`config.mk`:
```
export PLATFORM = sky130hd
export DESIGN_NAME = sml_host_link
export DESIGN_NICKNAME = d
export VERILOG_FILES = /design/src/rtl/sml_pkg.sv /design/src/rtl/sml_host_link.sv
export SDC_FILE = /design/constraint.sdc
export NUM_CORES = 2
export LEC_CHECK = 0
export BUFFER_PORTS_ARGS = -buffer_cell sky130_fd_sc_hd__buf_2
export CORE_UTILIZATION = 50
export CTS_BUF_LIST = sky130_fd_sc_hd__clkbuf_8
export DETAILED_ROUTE_END_ITERATION = 7
export GPL_ROUTABILITY_DRIVEN = 0
export PLACE_DENSITY_LB_ADDON = 0.08
export SLEW_MARGIN = 20
export SYNTH_ARGS = -nofsm -noshare
export SYNTH_HDL_FRONTEND = slang
export SYNTH_SLANG_ARGS = --single-unit
```
`constraint.sdc`:
```
create_clock -name I_CLK_SYS -period 6.95 [get_ports I_CLK_SYS]
set_input_delay 0.3475 -clock I_CLK_SYS [delete_from_list [all_inputs] [get_ports I_CLK_SYS]]
set_output_delay 0.3475 -clock I_CLK_SYS [all_outputs]
set_load 0.02 [all_outputs]
```
`src/rtl/sml_pkg.sv`:
```
package sml_pkg;

  // Timing
  localparam int unsigned CLK_MHZ = 40;
  localparam int unsigned TA_US = 200;
  localparam int unsigned TA_CYC = TA_US * CLK_MHZ;
  localparam int unsigned SCK_HALF = 4;
  localparam logic [2:0] SCK_RISE = 3'(SCK_HALF - 1);
  localparam logic [2:0] SCK_FALL = 3'(2 * SCK_HALF - 1);

  // Register map, byte addresses
  localparam logic [7:0] OFF_CTRL = 8'h00;
  localparam logic [7:0] OFF_STATUS = 8'h04;
  localparam logic [7:0] OFF_TX_LEN = 8'h08;
  localparam logic [7:0] OFF_RX_BUF = 8'h0c;
  localparam logic [7:0] OFF_RAW = 8'h10;
  localparam logic [1:0] REGION_TX = 2'h1;
  localparam logic [1:0] REGION_RX = 2'h2;
  localparam int unsigned MEM_BYTES = 64;

  // Field positions
  localparam int unsigned CTRL_START_TX = 0;
  localparam int unsigned CTRL_ARB_DONE = 1;
  localparam int unsigned CTRL_RAW_START = 2;
  localparam int unsigned CTRL_RX_EN = 3;
  localparam int unsigned ST_BUSY = 0;
  localparam int unsigned ST_TX_DONE = 1;
  localparam int unsigned ST_RX_VALID = 2;
  localparam int unsigned ST_TRAILER_OK = 3;
  localparam int unsigned ST_RAW_DONE = 4;
  localparam int unsigned ST_ACK_LSB = 8;
  localparam int unsigned ST_RXLEN_LSB = 16;

  // Reset values
  localparam logic [7:0] TX_LEN_RST = 8'h00;
  localparam logic [7:0] RX_BUF_RST = 8'h40;

  // Command word fields
  localparam logic [1:0] DIR_H2N = 2'h2;
  localparam logic [1:0] LEN_TWO = 2'h2;
  localparam logic [3:0] OP_HOST_SIZE = 4'h9;
  localparam logic [3:0] OP_HOST_HDR = 4'ha;
  localparam logic [3:0] OP_NODE_SIZE = 4'hb;
  localparam logic [3:0] OP_NODE_HDR = 4'hc;
  localparam logic [7:0] HDR_FIXED = 8'h01;
  localparam logic [31:0] TRAILER = 32'hf0f0a5a5;
  localparam logic [7:0] TRAILER_BYTES = 8'h04;
  localparam logic [11:0] CMD_BITS = 12'h010;

  localparam logic [1:0] RESP_OKAY = 2'h0;
  localparam logic [1:0] RESP_SLVERR = 2'h2;

  typedef enum logic [2:0] {
    ST_IDLE = 3'b000,
    ST_WAKE = 3'b001,
    ST_FRAME = 3'b011,
    ST_GAP = 3'b010
  } sml_state_e;

  typedef enum logic [2:0] {
    STEP_HOST_SIZE = 3'h0,
    STEP_HOST_HDR = 3'h1,
    STEP_NODE_SIZE = 3'h2,
    STEP_NODE_HDR = 3'h3,
    STEP_RAW = 3'h4
  } sml_step_e;

  typedef struct packed {
    logic awvalid;
    logic [7:0] awaddr;
    logic wvalid;
    logic [31:0] wdata;
    logic [3:0] wstrb;
    logic bready;
    logic arvalid;
    logic [7:0] araddr;
    logic rready;
  } sml_axi_req_s;

  typedef struct packed {
    logic awready;
    logic wready;
    logic bvalid;
    logic [1:0] bresp;
    logic arready;
    logic rvalid;
    logic [31:0] rdata;
    logic [1:0] rresp;
  } sml_axi_rsp_s;

  typedef struct packed {
    logic host_request;
    logic sclk;
    logic sclk_oe;
    logic cs_n;
    logic cs_oe;
    logic mosi;
    logic mosi_oe;
  } sml_pins_s;

endpackage : sml_pkg

```
`src/rtl/sml_host_link.sv`:
```
`timescale 1ns/10ps
`default_nettype none

// Functional notes
// [RQ1] Each message: size pair, turn-around wait, then header pair with payload.
// [RQ2] Sender puts payload size in low byte of its size request.
// [RQ3] Receiver returns free buffer size in low byte of size ack.
// [RQ4] Size too large: wait turn-around, then request again.
// [RQ5] After size pair and wait, header follows; payload follows header, zero padded.
// [RQ6] After payload, wait one turn-around before any further exchange.
// [RQ7] Turn-around of 200 us between every step of an exchange.
// [RQ8] Clock, select and data out undriven whenever host request low.
// [RQ9] Raise host request and select high; no clocking until node ready.
// [RQ10] Node request high makes host start a transaction.
// [RQ11] With ready high, select low, host toggles clock and data out.
// [RQ12] Host drops its request when idle and no node request pending.
// [RQ13] Node drops its request when it has nothing more to send.
// [RQ14] Node drops ready after host request falls.
// [RQ15] Size pair is followed by the matching header pair.
// [RQ16] Clock idles low; sample on rising edge, change on falling edge.
// [RQ17] Command starts with direction code and two-byte length code.
// [RQ18] Host size opcode 1001, host header opcode 1010.
// [RQ19] Header words carry fixed value one after the opcode.
// [RQ20] Payload little endian, least significant byte first.
// [RQ21] Header payloads end with the fixed 32-bit trailing pattern.
// [RQ22] Payload travels only with the sending side's header word.
// [RQ23] Node size opcode 1011, node header opcode 1100.
// [RQ24] Payload opens with byte count including itself and trailer, then type.
// [RQ25] Arbitration with node completes before any other bus traffic.
// [RQ26] Command words shifted most significant bit first.
module sml_host_link #(
  parameter int unsigned TA_CYCLES = sml_pkg::TA_CYC
) (
  input wire logic I_CLK_SYS,
  input wire logic I_RESET,
  input wire sml_pkg::sml_axi_req_s I_AXI,
  output var sml_pkg::sml_axi_rsp_s O_AXI,
  input wire logic I_MISO,
  input wire logic I_NODE_REQUEST,
  input wire logic I_NODE_READY,
  output var sml_pkg::sml_pins_s O_PINS
);
  import sml_pkg::*;

  // Pin synchronisers: index 0 miso, 1 node_request, 2 node_ready
  logic [2:0] sync1_q;
  logic [2:0] sync2_q;
  logic miso_s;
  logic node_req_s;
  logic node_rdy_s;

  sml_axi_rsp_s axi_q;
  sml_pins_s pins_q;
  sml_state_e state_q;
  sml_step_e step_q;

  logic aw_got_q;
  logic w_got_q;
  logic [7:0] awaddr_q;
  logic [31:0] wdata_q;
  logic [3:0] wstrb_q;
  logic wr_fire;
  logic rd_fire;
  logic [31:0] rd_data;
  logic rd_hit;

  logic tx_req_q;
  logic raw_req_q;
  logic arb_done_q;
  logic rx_en_q;
  logic tx_done_q;
  logic rx_valid_q;
  logic raw_done_q;
  logic [7:0] tx_len_q;
  logic [7:0] rx_buf_q;
  logic [15:0] raw_tx_q;
  logic [15:0] raw_rx_q;
  logic [7:0] tx_mem [MEM_BYTES];
  logic [7:0] rx_mem [MEM_BYTES];

  logic take_tx;
  logic take_raw;
  logic take_rx;
  logic evt_tx_q;
  logic evt_rx_q;
  logic evt_raw_q;
  logic more_q;
  logic trailer_ok_q;
  logic [7:0] ack_q;
  logic [7:0] rx_len_q;
  logic [15:0] ta_q;
  logic [2:0] div_q;
  logic [11:0] bit_q;
  logic [11:0] nbits_q;
  logic [11:0] bit_n;
  logic [7:0] byte_idx_q;
  logic [7:0] rx_idx_q;
  logic [15:0] tx_sh_q;
  logic [15:0] rx_sh_q;
  logic [31:0] tail_q;
  logic [15:0] frame_cmd;
  logic [7:0] frame_bytes;
  logic [7:0] next_byte;
  logic [7:0] announced;
  logic rx_store;

  assign O_AXI = axi_q;
  assign O_PINS = pins_q;
  assign miso_s = sync2_q[0];
  assign node_req_s = sync2_q[1];
  assign node_rdy_s = sync2_q[2];

  always_ff @(posedge I_CLK_SYS) begin
    if (I_RESET) begin
      sync1_q <= 3'h0;
      sync2_q <= 3'h0;
    end else begin
      sync1_q <= {I_NODE_READY, I_NODE_REQUEST, I_MISO};
      sync2_q <= sync1_q;
    end
  end

  // AXI4-Lite slave: address and data taken in either order
  assign wr_fire = aw_got_q && w_got_q && !axi_q.bvalid;
  assign rd_fire = I_AXI.arvalid && axi_q.arready;

  always_ff @(posedge I_CLK_SYS) begin
    if (I_RESET) begin
      axi_q <= '0;
      axi_q.awready <= 1'b1;
      axi_q.wready <= 1'b1;
      axi_q.arready <= 1'b1;
      aw_got_q <= 1'b0;
      w_got_q <= 1'b0;
      awaddr_q <= 8'h00;
      wdata_q <= 32'h0000_0000;
      wstrb_q <= 4'h0;
    end else begin
      if (I_AXI.awvalid && axi_q.awready) begin
        axi_q.awready <= 1'b0;
        aw_got_q <= 1'b1;
        awaddr_q <= I_AXI.awaddr;
      end
      if (I_AXI.wvalid && axi_q.wready) begin
        axi_q.wready <= 1'b0;
        w_got_q <= 1'b1;
        wdata_q <= I_AXI.wdata;
        wstrb_q <= I_AXI.wstrb;
      end
      if (wr_fire) begin
        aw_got_q <= 1'b0;
        w_got_q <= 1'b0;
        axi_q.bvalid <= 1'b1;
        axi_q.bresp <= (awaddr_q[7:6] == REGION_TX
                        || awaddr_q <= OFF_RAW) ? RESP_OKAY : RESP_SLVERR;
      end
      if (axi_q.bvalid && I_AXI.bready) begin
        axi_q.bvalid <= 1'b0;
        axi_q.awready <= 1'b1;
        axi_q.wready <= 1'b1;
      end
      if (rd_fire) begin
        axi_q.arready <= 1'b0;
        axi_q.rvalid <= 1'b1;
        axi_q.rdata <= rd_data;
        axi_q.rresp <= rd_hit ? RESP_OKAY : RESP_SLVERR;
      end
      if (axi_q.rvalid && I_AXI.rready) begin
        axi_q.rvalid <= 1'b0;
        axi_q.arready <= 1'b1;
      end
    end
  end

  always_comb begin
    rd_data = 32'h0000_0000;
    rd_hit = 1'b1;
    case (I_AXI.araddr[7:6])
      REGION_TX: begin
        for (int b = 0; b < 4; b++) begin
          rd_data[8*b +: 8] = tx_mem[{I_AXI.araddr[5:2], 2'(b)}];
        end
      end
      REGION_RX: begin
        for (int b = 0; b < 4; b++) begin
          rd_data[8*b +: 8] = rx_mem[{I_AXI.araddr[5:2], 2'(b)}];
        end
      end
      default: begin
        case (I_AXI.araddr)
          OFF_CTRL: begin
            rd_data[CTRL_START_TX] = tx_req_q;
            rd_data[CTRL_ARB_DONE] = arb_done_q;
            rd_data[CTRL_RAW_START] = raw_req_q;
            rd_data[CTRL_RX_EN] = rx_en_q;
          end
          OFF_STATUS: begin
            rd_data[ST_BUSY] = (state_q != ST_IDLE);
            rd_data[ST_TX_DONE] = tx_done_q;
            rd_data[ST_RX_VALID] = rx_valid_q;
            rd_data[ST_TRAILER_OK] = trailer_ok_q;
            rd_data[ST_RAW_DONE] = raw_done_q;
            rd_data[ST_ACK_LSB +: 8] = ack_q;
            rd_data[ST_RXLEN_LSB +: 8] = rx_len_q;
          end
          OFF_TX_LEN: rd_data[7:0] = tx_len_q;
          OFF_RX_BUF: rd_data[7:0] = rx_buf_q;
          OFF_RAW: rd_data = {raw_rx_q, raw_tx_q};
          default: rd_hit = 1'b0;
        endcase
      end
    endcase
  end

  // Control and status; a hardware set wins over a clear written that cycle
  always_ff @(posedge I_CLK_SYS) begin
    if (I_RESET) begin
      tx_req_q <= 1'b0;
      raw_req_q <= 1'b0;
      arb_done_q <= 1'b0;
      rx_en_q <= 1'b0;
      tx_done_q <= 1'b0;
      rx_valid_q <= 1'b0;
      raw_done_q <= 1'b0;
      tx_len_q <= TX_LEN_RST;
      rx_buf_q <= RX_BUF_RST;
      raw_tx_q <= 16'h0000;
    end else begin
      tx_req_q <= tx_req_q && !take_tx;
      raw_req_q <= raw_req_q && !take_raw;
      if (wr_fire && wstrb_q[0] && awaddr_q == OFF_CTRL) begin
        tx_req_q <= (tx_req_q && !take_tx) || wdata_q[CTRL_START_TX];
        raw_req_q <= (raw_req_q && !take_raw) || wdata_q[CTRL_RAW_START];
        arb_done_q <= wdata_q[CTRL_ARB_DONE];
        rx_en_q <= wdata_q[CTRL_RX_EN];
      end
      if (wr_fire && wstrb_q[0] && awaddr_q == OFF_STATUS) begin
        tx_done_q <= evt_tx_q || (tx_done_q && !wdata_q[ST_TX_DONE]);
        rx_valid_q <= evt_rx_q || (rx_valid_q && !wdata_q[ST_RX_VALID]);
        raw_done_q <= evt_raw_q || (raw_done_q && !wdata_q[ST_RAW_DONE]);
      end else begin
        tx_done_q <= evt_tx_q || tx_done_q;
        rx_valid_q <= evt_rx_q || rx_valid_q;
        raw_done_q <= evt_raw_q || raw_done_q;
      end
      if (wr_fire && wstrb_q[0] && awaddr_q == OFF_TX_LEN) begin
        tx_len_q <= wdata_q[7:0];
      end
      if (wr_fire && wstrb_q[0] && awaddr_q == OFF_RX_BUF) begin
        rx_buf_q <= wdata_q[7:0];
      end
      if (wr_fire && awaddr_q == OFF_RAW) begin
        if (wstrb_q[0]) raw_tx_q[7:0] <= wdata_q[7:0];
        if (wstrb_q[1]) raw_tx_q[15:8] <= wdata_q[15:8];
      end
    end
  end

  always_ff @(posedge I_CLK_SYS) begin
    for (int b = 0; b < 4; b++) begin
      if (wr_fire && wstrb_q[b] && awaddr_q[7:6] == REGION_TX) begin
        tx_mem[{awaddr_q[5:2], 2'(b)}] <= wdata_q[8*b +: 8];
      end
    end
  end

  always_ff @(posedge I_CLK_SYS) begin
    if (rx_store) begin
      rx_mem[rx_idx_q[5:0]] <= rx_sh_q[7:0];
    end
  end

  // Job selection; host and node messages only after software marks arbitration done, the raw word at any time
  always_comb begin
    take_tx = 1'b0;
    take_raw = 1'b0;
    take_rx = 1'b0;
    // Stale ready must clear after a drop
    if (state_q == ST_IDLE && (pins_q.host_request || !node_rdy_s)) begin
      if (tx_req_q && arb_done_q) begin // [RQ25]
        take_tx = 1'b1;
      end else if (raw_req_q) begin
        take_raw = 1'b1;
      end else if (node_req_s && rx_en_q && arb_done_q) begin // [RQ10]
        take_rx = 1'b1;
      end
    end
  end

  assign announced = 8'(tx_len_q + TRAILER_BYTES); // [RQ24]

  // Command word, direction code first [RQ26]
  always_comb begin
    frame_cmd = raw_tx_q;
    frame_bytes = 8'h00;
    case (step_q)
      STEP_HOST_SIZE: frame_cmd = {DIR_H2N, LEN_TWO, OP_HOST_SIZE,
                                   announced}; // [RQ2] [RQ17] [RQ18]
      STEP_HOST_HDR: begin
        frame_cmd = {DIR_H2N, LEN_TWO, OP_HOST_HDR, HDR_FIXED}; // [RQ19]
        frame_bytes = announced; // [RQ22]
      end
      STEP_NODE_SIZE: frame_cmd = {DIR_H2N, LEN_TWO, OP_NODE_SIZE,
                                   rx_buf_q}; // [RQ3] [RQ23]
      STEP_NODE_HDR: begin
        frame_cmd = {DIR_H2N, LEN_TWO, OP_NODE_HDR, HDR_FIXED}; // [RQ23]
        frame_bytes = rx_len_q;
      end
      default: frame_cmd = raw_tx_q;
    endcase
  end

  // Payload bytes: data, then trailer low byte first, then zero pad
  always_comb begin
    next_byte = 8'h00; // [RQ5]
    if (step_q == STEP_HOST_HDR) begin
      if (byte_idx_q < tx_len_q) begin
        next_byte = tx_mem[byte_idx_q[5:0]];
      end else if (byte_idx_q < announced) begin // [RQ20] [RQ21]
        next_byte = TRAILER[8*(2'(byte_idx_q[1:0] - tx_len_q[1:0])) +: 8];
      end
    end
  end

  assign bit_n = bit_q + 12'h001;
  assign rx_store = state_q == ST_FRAME && div_q == SCK_FALL
                    && step_q == STEP_NODE_HDR && bit_n > CMD_BITS
                    && bit_n[2:0] == 3'h0;

  // Serial engine
  always_ff @(posedge I_CLK_SYS) begin
    if (I_RESET) begin
      state_q <= ST_IDLE;
      step_q <= STEP_HOST_SIZE;
      pins_q <= '0;
      pins_q.cs_n <= 1'b1;
      evt_tx_q <= 1'b0;
      evt_rx_q <= 1'b0;
      evt_raw_q <= 1'b0;
      more_q <= 1'b0;
      trailer_ok_q <= 1'b0;
      ack_q <= 8'h00;
      rx_len_q <= 8'h00;
      raw_rx_q <= 16'h0000;
      ta_q <= 16'h0000;
      div_q <= 3'h0;
      bit_q <= 12'h000;
      nbits_q <= 12'h000;
      byte_idx_q <= 8'h00;
      rx_idx_q <= 8'h00;
      tx_sh_q <= 16'h0000;
      rx_sh_q <= 16'h0000;
      tail_q <= 32'h0000_0000;
    end else begin
      evt_tx_q <= 1'b0;
      evt_rx_q <= 1'b0;
      evt_raw_q <= 1'b0;
      case (state_q)
        ST_IDLE: begin
          if (take_tx || take_raw || take_rx) begin
            step_q <= take_tx ? STEP_HOST_SIZE
                    : (take_raw ? STEP_RAW : STEP_NODE_SIZE); // [RQ1]
            pins_q.host_request <= 1'b1; // [RQ9]
            pins_q.cs_n <= 1'b1;
            pins_q.sclk <= 1'b0;
            pins_q.sclk_oe <= 1'b1;
            pins_q.cs_oe <= 1'b1;
            pins_q.mosi_oe <= 1'b1;
            state_q <= ST_WAKE;
          end else begin
            pins_q.host_request <= 1'b0; // [RQ12]
            pins_q.sclk_oe <= 1'b0; // [RQ8]
            pins_q.cs_oe <= 1'b0;
            pins_q.mosi_oe <= 1'b0;
          end
        end
        ST_WAKE, ST_GAP: begin
          ta_q <= ta_q + 16'h0001;
          // Wait for ready before the first clock edge [RQ9] [RQ11]
          if ((state_q == ST_WAKE && node_rdy_s)
              || (state_q == ST_GAP
                  && ta_q == 16'(TA_CYCLES - 1))) begin // [RQ6] [RQ7]
            ta_q <= 16'h0000;
            if (state_q == ST_GAP && !more_q) begin
              state_q <= ST_IDLE;
            end else begin
              state_q <= ST_FRAME;
              pins_q.cs_n <= 1'b0; // [RQ11]
              pins_q.mosi <= frame_cmd[15];
              tx_sh_q <= frame_cmd;
              div_q <= 3'h0;
              bit_q <= 12'h000;
              byte_idx_q <= 8'h00;
              rx_idx_q <= 8'h00;
              nbits_q <= {1'b0, frame_bytes, 3'h0} + CMD_BITS;
            end
          end
        end
        ST_FRAME: begin
          div_q <= div_q + 3'h1;
          if (div_q == SCK_RISE) begin
            pins_q.sclk <= 1'b1; // [RQ16]
            rx_sh_q <= {rx_sh_q[14:0], miso_s};
          end
          if (div_q == SCK_FALL) begin
            pins_q.sclk <= 1'b0; // [RQ16]
            div_q <= 3'h0;
            bit_q <= bit_n;
            if (rx_store) begin
              rx_idx_q <= rx_idx_q + 8'h01;
              tail_q <= {rx_sh_q[7:0], tail_q[31:8]};
            end
            if (bit_n > CMD_BITS - 12'h001 && bit_n[2:0] == 3'h0) begin
              tx_sh_q <= {next_byte, 8'h00};
              pins_q.mosi <= next_byte[7];
              byte_idx_q <= byte_idx_q + 8'h01;
            end else begin
              tx_sh_q <= {tx_sh_q[14:0], 1'b0};
              pins_q.mosi <= tx_sh_q[14];
            end
            if (bit_n == CMD_BITS) begin
              ack_q <= rx_sh_q[7:0];
            end
            if (bit_n == nbits_q) begin
              pins_q.cs_n <= 1'b1;
              pins_q.mosi <= 1'b0;
              state_q <= ST_GAP;
              more_q <= 1'b0;
              case (step_q)
                STEP_HOST_SIZE: begin
                  more_q <= 1'b1;
                  if (rx_sh_q[7:0] >= announced) begin
                    step_q <= STEP_HOST_HDR; // [RQ15]
                  end // [RQ4]
                end
                STEP_NODE_SIZE: begin
                  more_q <= 1'b1;
                  step_q <= STEP_NODE_HDR; // [RQ15]
                  rx_len_q <= (rx_sh_q[7:0] > rx_buf_q) ? rx_buf_q
                              : rx_sh_q[7:0]; // [RQ13]
                end
                STEP_HOST_HDR: evt_tx_q <= 1'b1;
                STEP_NODE_HDR: begin
                  evt_rx_q <= 1'b1;
                  trailer_ok_q <= {rx_sh_q[7:0], tail_q[31:8]}
                                  == TRAILER; // [RQ21]
                end
                default: begin
                  evt_raw_q <= 1'b1;
                  raw_rx_q <= rx_sh_q;
                end
              endcase
            end
          end
        end
        default: state_q <= ST_IDLE;
      endcase
    end
  end

endmodule : sml_host_link

`default_nettype wire

```
# --- Word-level counts from Yosys, hierarchy flattened ---
# Memories as Yosys holds them, arrays and structs flattened. A register that Yosys moved wholly into a read port is not among the register bits.
# Index checks and enable logic that the tools add are counted.
# Widths: inputs -> output; s select.
totals:
  ff_bits: 301
  output_inout_bits: 48
  in_bits: 62
  n_memories: 2
  wordCells: 298
  mem_bits_rw: 1024
op_classes:
  n_mux: 99
  magnitude_cmp: 7
  n_eq_ne: 33
  bitwise_logic: 5
  n_addsub: 8
  n_shift: 1
  n_reduce_logical: 94
memory_table:
  columns: ["name", "depth", "word_bits", "read_ports", "rd_ports_with_merged_regs", "write_ports", "line_no", "rtl"]
  rows:
  - ["rx_mem", 64, 8, 4, 0, 1, "sml_host_link.sv:79", "logic [7:0] rx_mem [MEM_BYTES];"]
  - ["tx_mem", 64, 8, 5, 1, 4, "sml_host_link.sv:78", "logic [7:0] tx_mem [MEM_BYTES];"]
ops:
  columns: ["op", "count"]
  rows:
  - ["$mux 8", 11]
  - ["$pmux 16 s4", 1]
  - ["$pmux 32 s2", 1]
  - ["$mux 15", 4]
  - ["$pmux 8 s2", 3]
  - ["$mux 1", 44]
  - ["$mux 3", 13]
  - ["$logic_and 1x1->1", 37]
  - ["$mux 12", 3]
  - ["$eq 32x32->1 const B", 1]
  - ["$eq 8x4->1 const B", 4]
  - ["$pmux 16 s2", 1]
  - ["$shiftx 32x6->8 const A", 1]
  - ["$pmux 15 s2", 1]
  - ["$pmux 12 s2", 1]
  - ["$pmux 4 s5", 1]
  - ["$reduce_and 4->1", 5]
  - ["$pmux 3 s2", 3]
  - ["$pmux 3 s3", 2]
  - ["$reduce_and 3->1", 6]
  - ["$add 16x1->16 const B", 1]
  - ["$add 8x1->8 const B", 2]
  - ["$eq 16x13->1 const B", 1]
  - ["$eq 8x3->1 const B", 2]
  - ["42 further kinds", 98]

# --- Longest topological paths before layout ---
logic_depth:
  word_depth: 9
  ltp_mapped: 12
  ltp_nobuf: 10

# --- Worst setup path after synthesis ---
# OpenSTA, ideal clock, no wires.
synth_path:
  path_type: "register -> register"
  start: "register bit_q[1]"
  end: "memory rx_mem[35][0] (enable)"
  synth_period_minus_slack_ns: 3.260
  arrival_ns: 2.889
  setup_slack_ns: 3.690
  path_stages_with_launch: 11
  n_path_buf: 3
  setup_time_ns: 0.370
  required_time_ns: 6.580
  path_cell_list: "dfxtp_1 > buf_2 > nand3_1 > o31ai_1 > nor3b_1 > nor3_1 > a21o_1 > clkbuf_1 > or4b_2 > clkbuf_1 > nor2_1"
synth_via:
  elab_chain_cells: 6
  elab_cells_between_ends: 7
  classes_between: "add/sub: 1; order compare: 1; mux: 2; reduce/logical: 3"
synth_lines:
  columns: ["item", "line_no", "rtl"]
  rows:
  - ["start, declared", "sml_host_link.sv:93", "logic [11:0] bit_q;"]
  - ["start signal, assigned", "sml_host_link.sv:408", "bit_q <= bit_n;"]
  - ["$add 12x1->12 (*)", "sml_host_link.sv:325", "assign bit_n = bit_q + 12'h001;"]
  - ["$gt 12x5->1", "sml_host_link.sv:327", "&& step_q == STEP_NODE_HDR && bit_n > CMD_BITS"]
  - ["$logic_and 1x1->1", "sml_host_link.sv:327", null]
  - ["$logic_and 1x1->1 (*)", "sml_host_link.sv:328", "&& bit_n[2:0] == 3'h0;"]
  - ["$mux 1 (*)", "sml_host_link.sv:268", "if (rx_store) begin"]
  - ["$mux 1 (implied by the code) (*)", "sml_host_link.sv:269", "rx_mem[rx_idx_q[5:0]] <= rx_sh_q[7:0];"]
  - ["end, declared", "sml_host_link.sv:79", null]
# Mark *: on every way between the ends. The rest lies on a longest branch, timed or not.

# --- Final worst setup path ---
layout_path:
  start: "register bit_q[4]"
  end: "memory rx_mem[44][2] (enable)"
layout_via:
  elab_chain_cells: 6
layout_lines:
  columns: ["item", "line_no"]
  rows:
  - ["$add 12x1->12", "sml_host_link.sv:325"]
  - ["$gt 12x5->1", "sml_host_link.sv:327"]
  - ["$logic_and 1x1->1", "sml_host_link.sv:327"]
  - ["$logic_and 1x1->1", "sml_host_link.sv:328"]
  - ["$mux 1", "sml_host_link.sv:268"]
  - ["$mux 1 (implied by the code)", "sml_host_link.sv:269"]
# No other way between the ends.

==> qor.csv <==
stage,metric,value,unit
worst_setup_path,worstPathRequired,7.50,ns
global_route,grt_pass1_vias,35587,
detailed_routing,num_vias,36730,
worst_setup_path,worstSetupStartpointType,flip-flop,
cts,cts_root_buf,clkbuf_8,
global_route,grt_pass1_wl,262000,microns
run_status,status,"finished, final reports clean",
timing,relSlewSlack,0.191,
min_path,hold_end,sync1_q[0],
cts,hold_buffers,64,
worst_setup_path,reg2reg_slack,2.11,ns
detailed_routing,drcViolationCount,0,
final_layout,multi_input_area,19500,sq um
synth,yosys_warnings,0,
detailed_routing,viasPerCell,6.60,
min_path,hold_class,input pin to flip-flop,
worst_setup_path,crit_path_max_fanout,27,
place,dp_hpwl,125000,microns
flow_run,maxCapViolations,0,
worst_setup_path,cp_cell_sequence,"nand4_1, o31ai_1, nor3b_1, nor3_1, a21oi_2, buf_4, nand4b_1, nor2_1",
timing,setup_viol,0,
place,place_ws,2.21,ns
worst_setup_path,end_kind,flip-flop,
final_layout,final_nets,3987,
cts,clk_path_buf_depth,3,
die,start_util,0.506,
detailed_routing,antenna_left,0,
global_route,grt_max_degree,103,
synth,yosysSeqAreaShare,0.640,
cts,cts_resized,0,
final_layout,nFillCells,8804,
min_path,hp-start,I_MISO,
pwr,power,0.0160,W
synth,synth_cell_types,80,
worst_setup_path,r2r_cells,8,
synth,synth.avg_cell_area,15.7,sq um
cts,post-cts-setup-buffer-count,0,
worst_setup_path,critical-path-slowest-cell,nor2_1,
pwr,p_leak,20.6,nW
worst_setup_path,worstSetupPathType,flip-flop to flip-flop,
global_route,grt_usage,0.321,
synth,netlist_area,57100,sq um
cts,htreeDepth,4,
timing,worstMarginPinSlew,1.21,ns
detailed_routing,drtIter0Drc,5012,
cts,cts_tree,done,
final_layout,drive_gt1_frac,0.254,
worst_setup_path,critPathMaxStageDelay,0.85,ns
detailed_routing,wl_per_cell,33.3,microns
global_route,antenna_found_initial,8,
worst_setup_path,crit_family,simple AND/OR/NAND/NOR gates,
timing,slew_violations,0,
die,die_w,340,microns
worst_setup_path,r2r_start,bit_q[4],
cts,clkLatencyLatePin,0.92,ns
timing,post-route-min-period,4.84,ns
synth,async_reset_ff_frac,0,
detailed_routing,routed_wl,185000,microns
detailed_routing,first_pass_iters,6,
worst_setup_path,r2r_end,rx_mem[44][2],
pwr,p_per_area,249,nW/um^2
global_route,grt_remaining_overflow,0,
timing,max_freq,207,MHz
synth,ys_seq_elements,1315,
timing,holdWs,0.210,ns
die,die_h,340,microns
timing,fin_setup_tns,0,ns
timing,layout_worst_path_cycle_share,0.696,
timing,skew,0.0371,ns
place,dp.cells,5101,
synth,synth-main-ff-cell,edfxtp_1,
synth,synth-edff-count,1024,
final_layout,final-instance-count-excl-fill,5562,
min_path,hold_depth,3,
final_layout,area_growth,12.7,%
die,rows,123,
cts,numCtsBuffers,210,
die,io_pins,110,
timing,timing.final.ws_setup,2.11,ns
synth,syn_inst,3633,
pwr,ir_drop,222,uV
worst_setup_path,critical_path_arrival,5.38,ns
cts,cts.sinks,1315,
timing,rsz0062_at_grt,false,
worst_setup_path,cp.buffers_inverters,1,
timing,finalHoldViolations,0,
die,coreArea,113000,sq um
cts,clk_pin_slew,0.06,ns
final_layout,seq_area,36600,sq um
die,die_area,116000,sq um
place,io_buffers,107,
## cells in the final DEF, fill, tap and decap left out, types with 45 or more instances in the layout
cell type / instances
inv_1: 93
ha_1: 46
mux4_2: 446
a22oi_1: 59
a21oi_1: 186
nand3_1: 63
buf_2: 102
mux2i_1: 93
buf_4: 111
nand2_1: 315
clkbuf_8: 228
dfxtp_1: 279
clkinv_2: 45
dlygate4sd3_1: 64
edfxtp_1: 1024
nor2_1: 266
o21ai_0: 66
## routing by layer
metal | up-vias | share of wire | wire [microns] | GRT usage
met5 | - | 0.00018 | 34 | 0
met4 | 6 | 0.042 | 7780 | 0.128
met3 | 393 | 0.11 | 21100 | 0.0824
met2 | 2469 | 0.46 | 84400 | 0.486
met1 | 18871 | 0.39 | 72000 | 0.446
li1 | 14991 | - | - | -
## through the flow
step | util | cell area [sq um]
2_1_floorplan | - | 57100
3_5_place_dp | 0.527 | 59600
3_3_place_gp | 0.527 | 59600
6_report | 0.570 | 64400
4_1_cts | 0.570 | 64400
5_1_grt | 0.570 | 64400
## kinds of logic after synthesis
| family | share of synthesized area |
|---|---|
| AND/OR/NAND/NOR | 0.0712 |
| XOR/XNOR | 0.00679 |
| buffers and inverters | 0.0207 |
| adder cells (fa/ha/maj) | 0.0106 |
| other | 0.0000656 |
| multiplexers | 0.193 |
| flip-flops | 0.640 |
| AO/OA/AOI/OAI | 0.0572 |
## Yosys cell counts, types with 43 or more instances
| master | n | share of area |
|---|---|---|
| a21oi_1 | 187 | 0.016 |
| a22oi_1 | 59 | 0.0078 |
| clkbuf_1 | 176 | 0.012 |
| dfxtp_1 | 291 | 0.10 |
| edfxtp_1 | 1024 | 0.54 |
| ha_1 | 47 | 0.010 |
| inv_1 | 44 | 0.0029 |
| mux2i_1 | 93 | 0.016 |
| mux4_2 | 446 | 0.18 |
| nand2_1 | 315 | 0.021 |
| nand3_1 | 63 | 0.0055 |
| nor2_1 | 287 | 0.019 |
| nor3_1 | 43 | 0.0038 |
| o21ai_0 | 66 | 0.0058 |
## worst max path at each step
stage,startpoint,end,slack (ns),cells past startpoint
3_3_place_gp,bit_q[4],rx_mem[49][5],2.37,8
4_1_cts,bit_q[4],rx_mem[42][3],2.13,8
2_1_floorplan,bit_q[1],rx_mem[35][0],3.69,10
6_report,bit_q[4],rx_mem[44][2],2.11,8
3_5_place_dp,bit_q[4],rx_mem[42][4],2.21,8
5_1_grt,bit_q[4],rx_mem[42][3],1.88,8
## tightest hold or removal path, delay by kind of cell
kind                   cells  cell delay (ns)
and+or+nand+nor            1             0.12
buffers and inverters      2             0.61
## power breakdown
| group | switching, W | internal, W |
|---|---|---|
| combinational | 0.000529 | 0.000336 |
| sequential | 0.000104 | 0.00846 |
| clock | 0.00318 | 0.00341 |
## sequential cells by signal, indices dropped and copies added (netlist names), 4 cells and up, named ones only
name and count:
rx_len_q 8, O_PINS 4, tx_len_q 8, nbits_q 9, rx_idx_q 6, bit_q 12, tx_sh_q 15, byte_idx_q 8
wdata_q 32, raw_rx_q 16, O_AXI 39, wstrb_q 4, awaddr_q 8, ack_q 8, raw_tx_q 16, rx_buf_q 8
tx_mem 512, tail_q 24, rx_sh_q 16, ta_q 16, rx_mem 512
## cell type report
cell class                      count  share of cell area
Multi-Input combinational cell   2022               0.303
Inverter                           45             0.00262
Sequential cell                  1315               0.568
Antenna cell                        6            0.000233
Clock buffer                      227              0.0485
Timing Repair Buffer              283              0.0324
Clock inverter                    164              0.0161
Tap cell                         1500              0.0291
Note: power is estimated with default switching activity, not from simulation.
